===== src/design/cr_move_pkg.sv =====
// Purpose: Shared constants for the condition/mask move execution unit.
// Assumes: Instruction bits are numbered from the most significant end (bit 0 is the MSB).
// Notes: All opcode, field and reset figures used by the unit live here.
package cr_move_pkg;
   // Primary and extended opcodes.
   localparam logic [5:0] OP_FIXED = 6'h1F;
   localparam logic [5:0] OP_BRANCH = 6'h13;
   localparam logic [5:0] OP_FLOAT = 6'h3F;
   localparam logic [9:0] XO_MASK_INSERT = 10'h21D;
   localparam logic [9:0] XO_FIELD_COPY = 10'h000;
   localparam logic [9:0] XO_FS_TO_COND = 10'h040;
   localparam logic [9:0] XO_EXC_TO_COND = 10'h200;
   localparam logic [9:0] XO_COND_TO_GPR = 10'h013;
   localparam logic [9:0] XO_FS_TO_FPR = 10'h247;
   // Register port offsets.
   localparam logic [1:0] ADDR_COND = 2'h0;
   localparam logic [1:0] ADDR_FIXED_EXC = 2'h1;
   localparam logic [1:0] ADDR_FLOAT_STATUS = 2'h2;
   localparam logic [1:0] ADDR_STATUS = 2'h3;
   // Reset values.
   localparam logic [31:0] COND_RESET = 32'h0000_0000;
   localparam logic [31:0] FIXED_EXC_RESET = 32'h0000_0000;
   localparam logic [31:0] FLOAT_STATUS_RESET = 32'h0000_0000;
   // Fill used for the undefined upper half of a floating status move.
   localparam logic [31:0] FPR_UPPER_FILL = 32'hFFFF_FFFF;
   // Reserved positions of the floating status register (one marks reserved).
   localparam logic [31:0] FS_RESERVED_MASK = 32'h0000_0800;
   // Condition field numbers.
   localparam logic [2:0] FIELD_ZERO = 3'h0;
   localparam logic [2:0] FIELD_ONE = 3'h1;
   // Exception bits cleared per floating status field when copied out.
   localparam logic [2:0] FS_FIELD_0 = 3'h0;
   localparam logic [2:0] FS_FIELD_1 = 3'h1;
   localparam logic [2:0] FS_FIELD_2 = 3'h2;
   localparam logic [2:0] FS_FIELD_3 = 3'h3;
   localparam logic [3:0] FS_CLR_0 = 4'h9;
   localparam logic [3:0] FS_CLR_1 = 4'hF;
   localparam logic [3:0] FS_CLR_2 = 4'hF;
   localparam logic [3:0] FS_CLR_3 = 4'h8;
   localparam logic [3:0] NIBBLE_ZERO = 4'h0;
   localparam logic [3:0] NIBBLE_ONES = 4'hF;
   localparam logic [27:0] NIBBLE_PAD = 28'h000_0000;
   localparam logic [31:0] WORD_ZERO = 32'h0000_0000;
   localparam logic [4:0] IDX_ZERO = 5'h00;
endpackage


===== src/design/cr_mask_move_unit.sv =====
// Purpose: Executes masked insert and condition/status/exception register moves.
// Assumes: The core presents one decoded-or-not instruction word per valid cycle,
//          with operand values already read from the register files.
// Notes: Results appear one cycle after the instruction; register port reads
//        return data in the cycle after the read strobe.
//
// The address-and-strobe port and the register offsets were chosen for this implementation.
`timescale 1ns/1ps

// Operation
// - Masked insert takes source bits where mask is one, keeps target elsewhere.
// - Masked insert decodes primary 31, extended 541; bit 31 is record flag.
// - Masked insert leaves exception register; record flag updates field zero.
// - Field copy, primary 19, copies source field bits 11-13 to field 6-8.
// - Field copy changes no other field, nor field zero unless it is the target, nor exception register.
// - Status to condition copy, 63/64, copies selected status field to condition.
// - Reserved status positions read as zero in that copy.
// - That copy clears the exception bits belonging to the source field.
// - Status field selector names one of eight fields, zero to seven.
// - Exception to condition copy moves exception bits 0-3 then clears them.
// - Condition to general move copies whole condition register, exception untouched.
// - Status to float move writes status into low word; upper word undefined.
// - Status to float move keeps status; record flag updates condition field one.
module cr_mask_move_unit
   import cr_move_pkg::*;
(
   input wire logic mclk_in,
   input wire logic rst_n_in,
   input wire logic instr_valid_in,
   input wire logic [31:0] instr_in,
   input wire logic [31:0] source_gpr_in,
   input wire logic [31:0] insert_target_gpr_in,
   input wire logic [31:0] mask_gpr_in,
   input wire logic [1:0] reg_addr_in,
   input wire logic [31:0] reg_wdata_in,
   input wire logic reg_wr_in,
   input wire logic reg_rd_in,
   output logic [31:0] reg_rdata_out,
   output logic gpr_we_out,
   output logic [4:0] gpr_idx_out,
   output logic [31:0] gpr_data_out,
   output logic fpr_we_out,
   output logic [4:0] fpr_idx_out,
   output logic [63:0] fpr_data_out,
   output logic illegal_out,
   output logic [31:0] cond_reg_out,
   output logic [31:0] fixed_exception_reg_out,
   output logic [31:0] float_status_ctrl_reg_out
);

   typedef struct packed {
      logic [31:0] cond_reg;
      logic [31:0] fixed_exception_reg;
      logic [31:0] float_status_ctrl_reg;
      logic [31:0] rdata;
      logic gpr_we;
      logic [4:0] gpr_idx;
      logic [31:0] gpr_data;
      logic fpr_we;
      logic [4:0] fpr_idx;
      logic [63:0] fpr_data;
      logic illegal;
   } state_t;

   state_t q;
   state_t next_q;

   // Fields are numbered from the MSB, so a left shift brings field n to the top.
   // field layout
   function automatic logic [3:0] get_field(input logic [31:0] r, input logic [2:0] n);
      logic [31:0] s;
      s = r << {n, 2'b00};
      return s[31:28];
   endfunction

   function automatic logic [31:0] put_field(input logic [31:0] r, input logic [2:0] n,
                                             input logic [3:0] v);
      logic [31:0] m;
      logic [31:0] d;
      m = {NIBBLE_ONES, NIBBLE_PAD} >> {n, 2'b00};
      d = {v, NIBBLE_PAD} >> {n, 2'b00};
      return (r & ~m) | d;
   endfunction

   // Less, greater, equal against zero, then the summary overflow copy.
   function automatic logic [3:0] cr0_of(input logic [31:0] res, input logic so);
      logic is_neg;
      logic is_pos;
      logic is_zero;
      is_neg = res[31];
      is_zero = (res == WORD_ZERO);
      is_pos = !is_neg && !is_zero;
      return {is_neg, is_pos, is_zero, so};
   endfunction

   // Exception bits that a status-field copy consumes; upper fields hold none.
   // consumed bits
   function automatic logic [3:0] fs_clear_bits(input logic [2:0] sel);
      logic [3:0] c;
      c = NIBBLE_ZERO;
      if (sel == FS_FIELD_0) begin
         c = FS_CLR_0;
      end else if (sel == FS_FIELD_1) begin
         c = FS_CLR_1;
      end else if (sel == FS_FIELD_2) begin
         c = FS_CLR_2;
      end else if (sel == FS_FIELD_3) begin
         c = FS_CLR_3;
      end
      return c;
   endfunction

   // Instruction fields, MSB-numbered positions mapped onto vector indices.
   logic [5:0] opcode;
   logic [9:0] xo;
   logic record_flag;
   logic [4:0] dest_gpr;
   logic [4:0] dest_fpr;
   logic [4:0] insert_target_gpr;
   logic [2:0] dest_cond_field;
   logic [2:0] source_field_sel;
   assign opcode = instr_in[31:26];
   assign xo = instr_in[10:1];
   assign record_flag = instr_in[0];
   assign dest_gpr = instr_in[25:21];
   assign dest_fpr = instr_in[25:21];
   assign insert_target_gpr = instr_in[20:16];
   assign dest_cond_field = instr_in[25:23];
   assign source_field_sel = instr_in[20:18];

   // Decode one-hot operation selects.
   // operation decode
   logic is_insert;
   logic is_field_copy;
   logic is_fs_to_cond;
   logic is_exc_to_cond;
   logic is_cond_to_gpr;
   logic is_fs_to_fpr;
   assign is_insert = instr_valid_in && opcode == OP_FIXED && xo == XO_MASK_INSERT;
   assign is_field_copy = instr_valid_in && opcode == OP_BRANCH && xo == XO_FIELD_COPY;
   assign is_fs_to_cond = instr_valid_in && opcode == OP_FLOAT && xo == XO_FS_TO_COND;
   assign is_exc_to_cond = instr_valid_in && opcode == OP_FIXED && xo == XO_EXC_TO_COND;
   assign is_cond_to_gpr = instr_valid_in && opcode == OP_FIXED && xo == XO_COND_TO_GPR;
   assign is_fs_to_fpr = instr_valid_in && opcode == OP_FLOAT && xo == XO_FS_TO_FPR;

   // Next-state logic. Instructions read the registered values, so a software
   // write in the same cycle lands first and the instruction's bits overwrite it.
   always_comb begin
      logic [31:0] insert_res;
      logic [3:0] fs_field;
      insert_res = WORD_ZERO;
      fs_field = NIBBLE_ZERO;
      next_q = q;
      next_q.gpr_we = 1'b0;
      next_q.fpr_we = 1'b0;
      next_q.illegal = 1'b0;
      next_q.rdata = WORD_ZERO;
      // Software register port.
      if (reg_wr_in) begin
         unique case (reg_addr_in)
            ADDR_COND: next_q.cond_reg = reg_wdata_in;
            ADDR_FIXED_EXC: next_q.fixed_exception_reg = reg_wdata_in;
            ADDR_FLOAT_STATUS: next_q.float_status_ctrl_reg = reg_wdata_in;
            ADDR_STATUS: next_q.cond_reg = q.cond_reg;
         endcase
      end
      if (reg_rd_in) begin
         unique case (reg_addr_in)
            ADDR_COND: next_q.rdata = q.cond_reg;
            ADDR_FIXED_EXC: next_q.rdata = q.fixed_exception_reg;
            ADDR_FLOAT_STATUS: next_q.rdata = q.float_status_ctrl_reg;
            ADDR_STATUS: next_q.rdata = {WORD_ZERO[31:1], q.illegal};
         endcase
      end
      if (is_insert) begin
         insert_res = (source_gpr_in & mask_gpr_in) | (insert_target_gpr_in & ~mask_gpr_in);
         next_q.gpr_we = 1'b1;
         next_q.gpr_idx = insert_target_gpr;
         next_q.gpr_data = insert_res;
         if (record_flag) begin
            next_q.cond_reg = put_field(next_q.cond_reg, FIELD_ZERO,
                                        cr0_of(insert_res, q.fixed_exception_reg[31]));
         end
      end else if (is_field_copy) begin
         next_q.cond_reg = put_field(next_q.cond_reg, dest_cond_field,
                                     get_field(q.cond_reg, source_field_sel));
      end else if (is_fs_to_cond) begin
         fs_field = get_field(q.float_status_ctrl_reg, source_field_sel) &
                    ~get_field(FS_RESERVED_MASK, source_field_sel);
         next_q.cond_reg = put_field(next_q.cond_reg, dest_cond_field, fs_field);
         next_q.float_status_ctrl_reg = put_field(next_q.float_status_ctrl_reg,
            source_field_sel,
            get_field(next_q.float_status_ctrl_reg, source_field_sel) &
            ~fs_clear_bits(source_field_sel));
      end else if (is_exc_to_cond) begin
         next_q.cond_reg = put_field(next_q.cond_reg, dest_cond_field,
                                     get_field(q.fixed_exception_reg, FIELD_ZERO));
         next_q.fixed_exception_reg = put_field(next_q.fixed_exception_reg, FIELD_ZERO,
                                                NIBBLE_ZERO);
      end else if (is_cond_to_gpr) begin
         next_q.gpr_we = 1'b1;
         next_q.gpr_idx = dest_gpr;
         next_q.gpr_data = q.cond_reg;
      end else if (is_fs_to_fpr) begin
         next_q.fpr_we = 1'b1;
         next_q.fpr_idx = dest_fpr;
         next_q.fpr_data = {FPR_UPPER_FILL, q.float_status_ctrl_reg};
         if (record_flag) begin
            next_q.cond_reg = put_field(next_q.cond_reg, FIELD_ONE,
                                        get_field(q.float_status_ctrl_reg, FIELD_ZERO));
         end
      end else if (instr_valid_in) begin
         // Unknown words are flagged, never executed; the core decides the trap.
         next_q.illegal = 1'b1;
      end
   end

   // State register.
   always_ff @(posedge mclk_in or negedge rst_n_in) begin
      if (!rst_n_in) begin
         q.cond_reg <= COND_RESET;
         q.fixed_exception_reg <= FIXED_EXC_RESET;
         q.float_status_ctrl_reg <= FLOAT_STATUS_RESET;
         q.rdata <= WORD_ZERO;
         q.gpr_we <= 1'b0;
         q.gpr_idx <= IDX_ZERO;
         q.gpr_data <= WORD_ZERO;
         q.fpr_we <= 1'b0;
         q.fpr_idx <= IDX_ZERO;
         q.fpr_data <= {WORD_ZERO, WORD_ZERO};
         q.illegal <= 1'b0;
      end else begin
         q <= next_q;
      end
   end

   // Outputs come straight from the state flops.
   assign reg_rdata_out = q.rdata;
   assign gpr_we_out = q.gpr_we;
   assign gpr_idx_out = q.gpr_idx;
   assign gpr_data_out = q.gpr_data;
   assign fpr_we_out = q.fpr_we;
   assign fpr_idx_out = q.fpr_idx;
   assign fpr_data_out = q.fpr_data;
   assign illegal_out = q.illegal;
   assign cond_reg_out = q.cond_reg;
   assign fixed_exception_reg_out = q.fixed_exception_reg;
   assign float_status_ctrl_reg_out = q.float_status_ctrl_reg;
endmodule // cr_mask_move_unit


===== config.mk =====
export PLATFORM = sky130hd
export DESIGN_NAME = cr_mask_move_unit
export DESIGN_NICKNAME = d
export VERILOG_FILES = /design/src/design/cr_move_pkg.sv /design/src/design/cr_mask_move_unit.sv
export SDC_FILE = /design/constraint.sdc
export NUM_CORES = 1
export LEC_CHECK = 0
export ABC_AREA = 1
export BUFFER_PORTS_ARGS = -buffer_cell sky130_fd_sc_hd__buf_4
export CAP_MARGIN = 20
export CORE_UTILIZATION = 40
export CTS_CLUSTER_DIAMETER = 150
export DETAILED_ROUTE_END_ITERATION = 16
export HOLD_SLACK_MARGIN = 0.05
export PLACE_DENSITY = 0.66
export SLEW_MARGIN = 20
export SYNTH_ARGS = -nofsm -noshare
export SYNTH_HDL_FRONTEND = slang
export SYNTH_SLANG_ARGS = --single-unit

===== constraint.sdc =====
create_clock -name mclk_in -period 1.44 [get_ports mclk_in]
set_input_delay 0.288 -clock mclk_in [delete_from_list [all_inputs] [get_ports mclk_in]]
set_output_delay 0.288 -clock mclk_in [all_outputs]
set_load 0.01 [all_outputs]

==> Word level (Yosys, flattened, before mapping) <==
Cells that the tools add are included.
{ "totals": {"wordCells": 116, "register_bits": 206} }
{ "classes": {"n_reduce_logical": 19, "n_mux": 36, "eq_ne": 17, "shifts": 10, "bitwise_logic": 23} }
{ "ops": {"columns": ["op", "n"], "rows": [
  ["32-bit two-way mux", 15],
  ["109-bit two-way mux", 3],
  ["32-bit bitwise OR", 5],
  ["71-bit two-way mux", 2],
  ["32-bit AND", 4],
  ["64-bit two-way mux", 2],
  ["32-bit case mux with 4 select lines", 1],
  ["32-bit by 5-bit >> shifter with 32-bit output", 4],
  ["96-bit two-way mux", 1],
  ["32-bit NOT", 3],
  ["32-bit by 5-bit left shift with 32-bit output", 3],
  ["38-bit two-way mux", 2],
  ["70-bit two-way mux", 1],
  ["32-bit by 5-bit >> shifter with 32-bit output (first input constant)", 2],
  ["32-bit zero test", 1],
  ["28-bit by 32-bit bitwise OR with 32-bit output", 1],
  ["32-bit by 28-bit bitwise OR with 32-bit output", 1],
  ["12-bit by 5-bit left shift with 32-bit output (first input constant)", 1],
  ["10-bit equality test (second input constant)", 3],
  ["4-bit two-way mux", 7],
  ["6-bit by 5-bit equality test with 1-bit output (second input constant)", 2],
  ["10-bit by 5-bit equality test with 1-bit output (second input constant)", 1],
  ["10-bit by 7-bit equality test with 1-bit output (second input constant)", 1],
  ["1-bit logical AND", 10],
  ["17 further kinds", 29]
]} }

==> Longest topological paths before layout <==
{ "logic_depth": {"depth_word": 15, "mapped_depth": 14, "depth_no_buf": 13} }

==> Least setup slack after synthesis <==
No wires, ideal clock.
{ "synth_timing": {"kind": "input to register", "from": "input instr_in[1]", "to": "register q, in the netlist cond_reg_out[5]", "path_buffers": 0, "arrival_time_ns": 1.295, "setup_slack_ns": 0.018, "path_stages": 9, "t_required_ns": 1.313, "path_cell_list": "nor2_2 > nand2_2 > nor2_4 > nand2_2 > nand2_1 > inv_1 > nand2_1 > o21ai_0 > nand3b_1"} }
{ "synth_rtl": {"columns": ["element", "line", "text"], "rows": [
  ["start, declared", "cr_mask_move_unit.sv:30", "input wire logic [31:0] instr_in,"],
  ["end signal, assigned", "cr_mask_move_unit.sv:233", "q <= next_q;"],
  ["end, declared", "cr_mask_move_unit.sv:65", "state_t q;"]
]} }

==> Final worst setup path <==
{ "layout_timing": {"from": "register, netlist name fpr_data_out[32]", "to": "output fpr_data_out[49]"} }
{ "layout_rtl": {"columns": ["element", "line", "text"], "rows": [
  ["end, declared", "cr_mask_move_unit.sv:44", "output logic [63:0] fpr_data_out,"]
]} }
No word-level cell between the ends.

==> results_tabular.tex <==
\begin{tabular}{lr}
\hline
Metric & Value \\
\hline
\multicolumn{2}{l}{\textbf{Clock network}} \\
Maximum buffer depth of the clock tree & 3 \\
Clock tree from TritonCTS & yes \\
Clock Latency Late Sink & 570 ps \\
Count of clock tree sinks & 206 \\
Number of buffers added by the clock tree synthesis step & 25 \\
Clock transition at the registers of the reported paths & 70 ps \\
Clock tree root driver cell & sky130\_fd\_sc\_hd\_\_clkbuf\_16 \\
Total number of H-tree levels & 1 \\
\multicolumn{2}{l}{\textbf{GRT}} \\
Initial antenna violation count & 3 \\
Total congestion overflow & 0 \\
Number of global-route vias before repair & between 10,000 and 15,000 \\
Met1 capacity usage during global routing & 51.0\% \\
Maximum number of pins on one net before global-route repair & 45 \\
Global-route wire length before repair & 90,700 um \\
Global routing met2 resource utilization & 64.5\% \\
GR Util met3 & 9.24\% \\
Routing layer with the top usage in global route & met2 \\
GRT Overall Usage & 39.7\% \\
\multicolumn{2}{l}{\textbf{Layout}} \\
Number of fill cells in the layout & 2,481 \\
Layout cell share with drive strength beyond 1 & 42.7\% \\
Top library cells by usage in the layout, fill and taps aside & sky130\_fd\_sc\_hd\_\_buf\_4 (649), sky130\_fd\_sc\_hd\_\_nand2\_1 (509), sky130\_fd\_sc\_hd\_\_dfrtp\_1 (200), sky130\_fd\_sc\_hd\_\_inv\_1 (161), sky130\_fd\_sc\_hd\_\_buf\_6 (148) \\
Syn-to-layout area delta & 70.3\% \\
Commonest non-fill, non-tap cell in the layout & sky130\_fd\_sc\_hd\_\_buf\_4 \\
Layout net count & 2,610 \\
Cell area after layout & 0.0206 mm2 \\
\multicolumn{2}{l}{\textbf{Yosys}} \\
Yosys Warn Count & 0 \\
Synthesized flop and latch total & slightly above 200 \\
Top\_reg\_cell synth & sky130\_fd\_sc\_hd\_\_dfrtp\_1 \\
Syn avg cell area & approximately 7.2 um2 \\
Synthesized net count & 1,846 \\
Post-Synthesis Cell Area & between 0.01 and 0.015 mm2 \\
Synth cell types & 45 \\
Number of instances in the synthesized netlist & between 1,500 and 2,000 \\
Proportion of synthesized flip-flops having asynchronous set or reset & 100\% \\
Number of enable-type register cells in the synthesized netlist & 0 \\
Sequential share of the synthesized area & $\sim$43\% \\
\multicolumn{2}{l}{\textbf{Route}} \\
Vias & 15,400 \\
Total Routed Length & 62,300 um \\
Avg Vias per Cell & about 5.4 \\
Residual DRC & 0 \\
Number of DRC markers after the initial detailed-route iteration & 1,786 \\
Routed WL per cell & 21.8 um \\
Remaining antenna violation count after routing & 0 \\
1st-pass router iterations & 6 \\
\multicolumn{2}{l}{\textbf{Run status}} \\
Outcome & finished, violations left \\
Failing checks & negative setup slack \\
\multicolumn{2}{l}{\textbf{Critical path}} \\
Chain of cells forming the critical path & buf\_12 > buf\_4 \\
WP data required & approximately 1200 ps \\
Kind of start point of the critical path & flop \\
Data arrival at the endpoint of the critical path & 1300 ps \\
Largest delay share family, worst path & flip-flops \\
CP max stage cell & sky130\_fd\_sc\_hd\_\_dfrtp\_1 \\
Type of destination of the critical path & output pin \\
Worst Setup Path Type & flop to output pin \\
Max FO, Critical Path & 32 \\
Total buffers and inverters traversed by the critical path & 2 \\
Longest individual stage delay on the worst path & approximately 410 ps \\
\multicolumn{2}{l}{\textbf{Power}} \\
Max rail drop VDD & 0.00118 V \\
Power density relative to cell area & 943 mW/mm2 \\
Total power consumption of the routed design & 19,400 uW \\
Leakage power total & 0.0109 uW \\
\multicolumn{2}{l}{\textbf{Die}} \\
Die X-Extent & around 180 um \\
Area enclosed by the die boundary & slightly above 0.03 mm2 \\
Number of top-level design ports & 404 \\
Initial Util & 40.7\% \\
Core Rows & 63 \\
Area of the core & 0.0296 mm2 \\
Vertical die dimension & roughly 180 um \\
\multicolumn{2}{l}{\textbf{STA}} \\
Final sum of negative setup slack & -9030 ps \\
Min Tclk post-route & 1590 ps \\
Final clock period utilization by the worst path & 110\% \\
Hold violation total from the final report & 0 \\
Final worst clock skew & 43.8 ps \\
Setup-failing EPs final & 110 \\
RSZ-0062 raised after global routing & true \\
Highest attainable clock frequency & 629 MHz \\
Relative slew slack & 62.2\% \\
Worst-margin pin slew & about 560 ps \\
Number of max-slew violations in the final report & 0 \\
Post-route worst setup slack & -150 ps \\
\multicolumn{2}{l}{\textbf{Placement}} \\
Detailed placer's ending HPWL & 48,100 um \\
Post-place instance area & 0.0179 mm2 \\
Global placer's final weighted congestion & about 1.0 \\
Number of buffer cells added on primary ports & 398 \\
\multicolumn{2}{l}{\textbf{Min path}} \\
Class of the most critical hold timing path & primary input to flop \\
\multicolumn{2}{l}{\textbf{Job}} \\
Maximum Capacitance Violations & 0 \\
\hline
\end{tabular}
## cells in the mapped netlist, types with 3 or more instances
cell type                  count  area (um2)
sky130_fd_sc_hd__a211oi_1     23         173
sky130_fd_sc_hd__a21boi_1      3        22.5
sky130_fd_sc_hd__a21oi_1      34         170
sky130_fd_sc_hd__a221oi_1     16         140
sky130_fd_sc_hd__buf_2        24         120
sky130_fd_sc_hd__buf_4        35         263
sky130_fd_sc_hd__buf_6         7        78.8
sky130_fd_sc_hd__clkbuf_1     35         131
sky130_fd_sc_hd__clkinv_1      3        11.3
sky130_fd_sc_hd__dfrtp_1     206        5150
sky130_fd_sc_hd__inv_1       183         687
sky130_fd_sc_hd__inv_2         8        30.0
sky130_fd_sc_hd__mux2_2        5        56.3
sky130_fd_sc_hd__nand2_1     542        2030
sky130_fd_sc_hd__nand2_2       4        25.0
sky130_fd_sc_hd__nand3_1     111         556
sky130_fd_sc_hd__nand3_2       5        50.1
sky130_fd_sc_hd__nand4_1      16         100
sky130_fd_sc_hd__nor2_1      139         522
sky130_fd_sc_hd__nor2_2        9        56.3
sky130_fd_sc_hd__nor2_4       10         113
sky130_fd_sc_hd__nor3_1        7        35.0
sky130_fd_sc_hd__o211ai_1      4        30.0
sky130_fd_sc_hd__o21ai_0     139         696
sky130_fd_sc_hd__o21ai_1      44         220
sky130_fd_sc_hd__o21ai_2       3        26.3
sky130_fd_sc_hd__o221ai_1     38         333
## path summary, 6_finish.rpt
| kind | startpoint | endpoint | slack, ps | cells past startpoint |
|---|---|---|---|---|
| max | fpr_data_out[32]$_DFFE_PN0P_ | fpr_data_out[49] | -150 | 2 |
| min | reg_wdata_in[4] | fixed_exception_reg_out[4]$_DFFE_PN0P_ | 50 | 3 |
| max reg2reg | float_status_ctrl_reg_out[29]$_DFF_PN0_ | cond_reg_out[17]$_DFF_PN0_ | -140 | 12 |
| min reg2reg | fpr_data_out[11]$_DFFE_PN0P_ | fpr_data_out[11]$_DFFE_PN0P_ | 480 | 2 |
| max in group asynchronous | rst_n_in | fpr_data_out[26]$_DFFE_PN0P_ | 580 | 4 |
| min in group asynchronous | rst_n_in | gpr_data_out[20]$_DFFE_PN0P_ | 220 | 2 |
## state kept, by name, summed over array words and instances, names as in the netlist, 5 cells and up
| register | count |
|---|---|
| gpr_idx_out | 5 |
| fpr_data_out | 33 |
| gpr_data_out | 32 |
| cond_reg_out | 32 |
| float_status_ctrl_reg_out | 32 |
| reg_rdata_out | 32 |
| fixed_exception_reg_out | 32 |
| fpr_idx_out | 5 |
## routing by layer
layer | share of wire (%) | wire length, um
met1 | 39 | 24300
met2 | 46 | 28900
met3 | 10 | 6280
met4 | 4.5 | 2780
met5 | 0.039 | 24
## power breakdown
| part | internal, uW | switching, uW |
|---|---|---|
| logic | 2970 | 3090 |
| registers | 6230 | 407 |
| clock network | 3930 | 2760 |
## logic make-up after synthesis
kind of cell           Yosys count  synth area share (%)
AOI/OAI and AO/OA              312                  15.5
buffers and inverters          297                  11.0
DFF                            206                  42.7
muxes                            5                 0.466
and+or+nand+nor                859                  30.3
## worst register-to-register path: stages, from the launching register on
cell,delay (ps)
sky130_fd_sc_hd__dfrtp_1,380
sky130_fd_sc_hd__buf_6,120
sky130_fd_sc_hd__inv_4,30
sky130_fd_sc_hd__o21ai_2,110
sky130_fd_sc_hd__nand2_1,80
sky130_fd_sc_hd__nand2_1,90
sky130_fd_sc_hd__nand2_2,70
sky130_fd_sc_hd__nand2_4,140
sky130_fd_sc_hd__buf_6,130
sky130_fd_sc_hd__nand3_2,50
sky130_fd_sc_hd__nand2_1,50
sky130_fd_sc_hd__nand2_1,50
sky130_fd_sc_hd__a21boi_1,160
## metrics by stage
step	worst slack (ps)	utilization [%]	cells	hold WS, ps
after floorplan	18.4	-	1679	-7.59
after CTS	-142	67.7	2842	51.9
after detailed placement	-688	60.3	2716	213
final	-150	69.4	2853	46.1
after global routing	-178	69.3	2852	63.0
after global placement	-683	60.3	2716	210
## area by class of cell
cell class                 instances  area (um2)  area share, %
timing repair buffer             840        7200           35.0
multi-input combinational       1176        6090           29.6
sequential                       206        5160           25.1
inverter                         194         743           3.62
clock buffer                      35         733           3.57
tap                              390         488           2.37
clock inverter                    11         129          0.627
antenna                            1        2.50         0.0122
## timing repair
item,4_1_cts,5_1_grt
hold endpoints to repair,202,0
pin swaps,16,62
buffers inserted,67,11
endpoints found under the setup margin,130,132
hold buffers,19,0
resized for setup,193,126
Power figures use the tool's default switching activity.
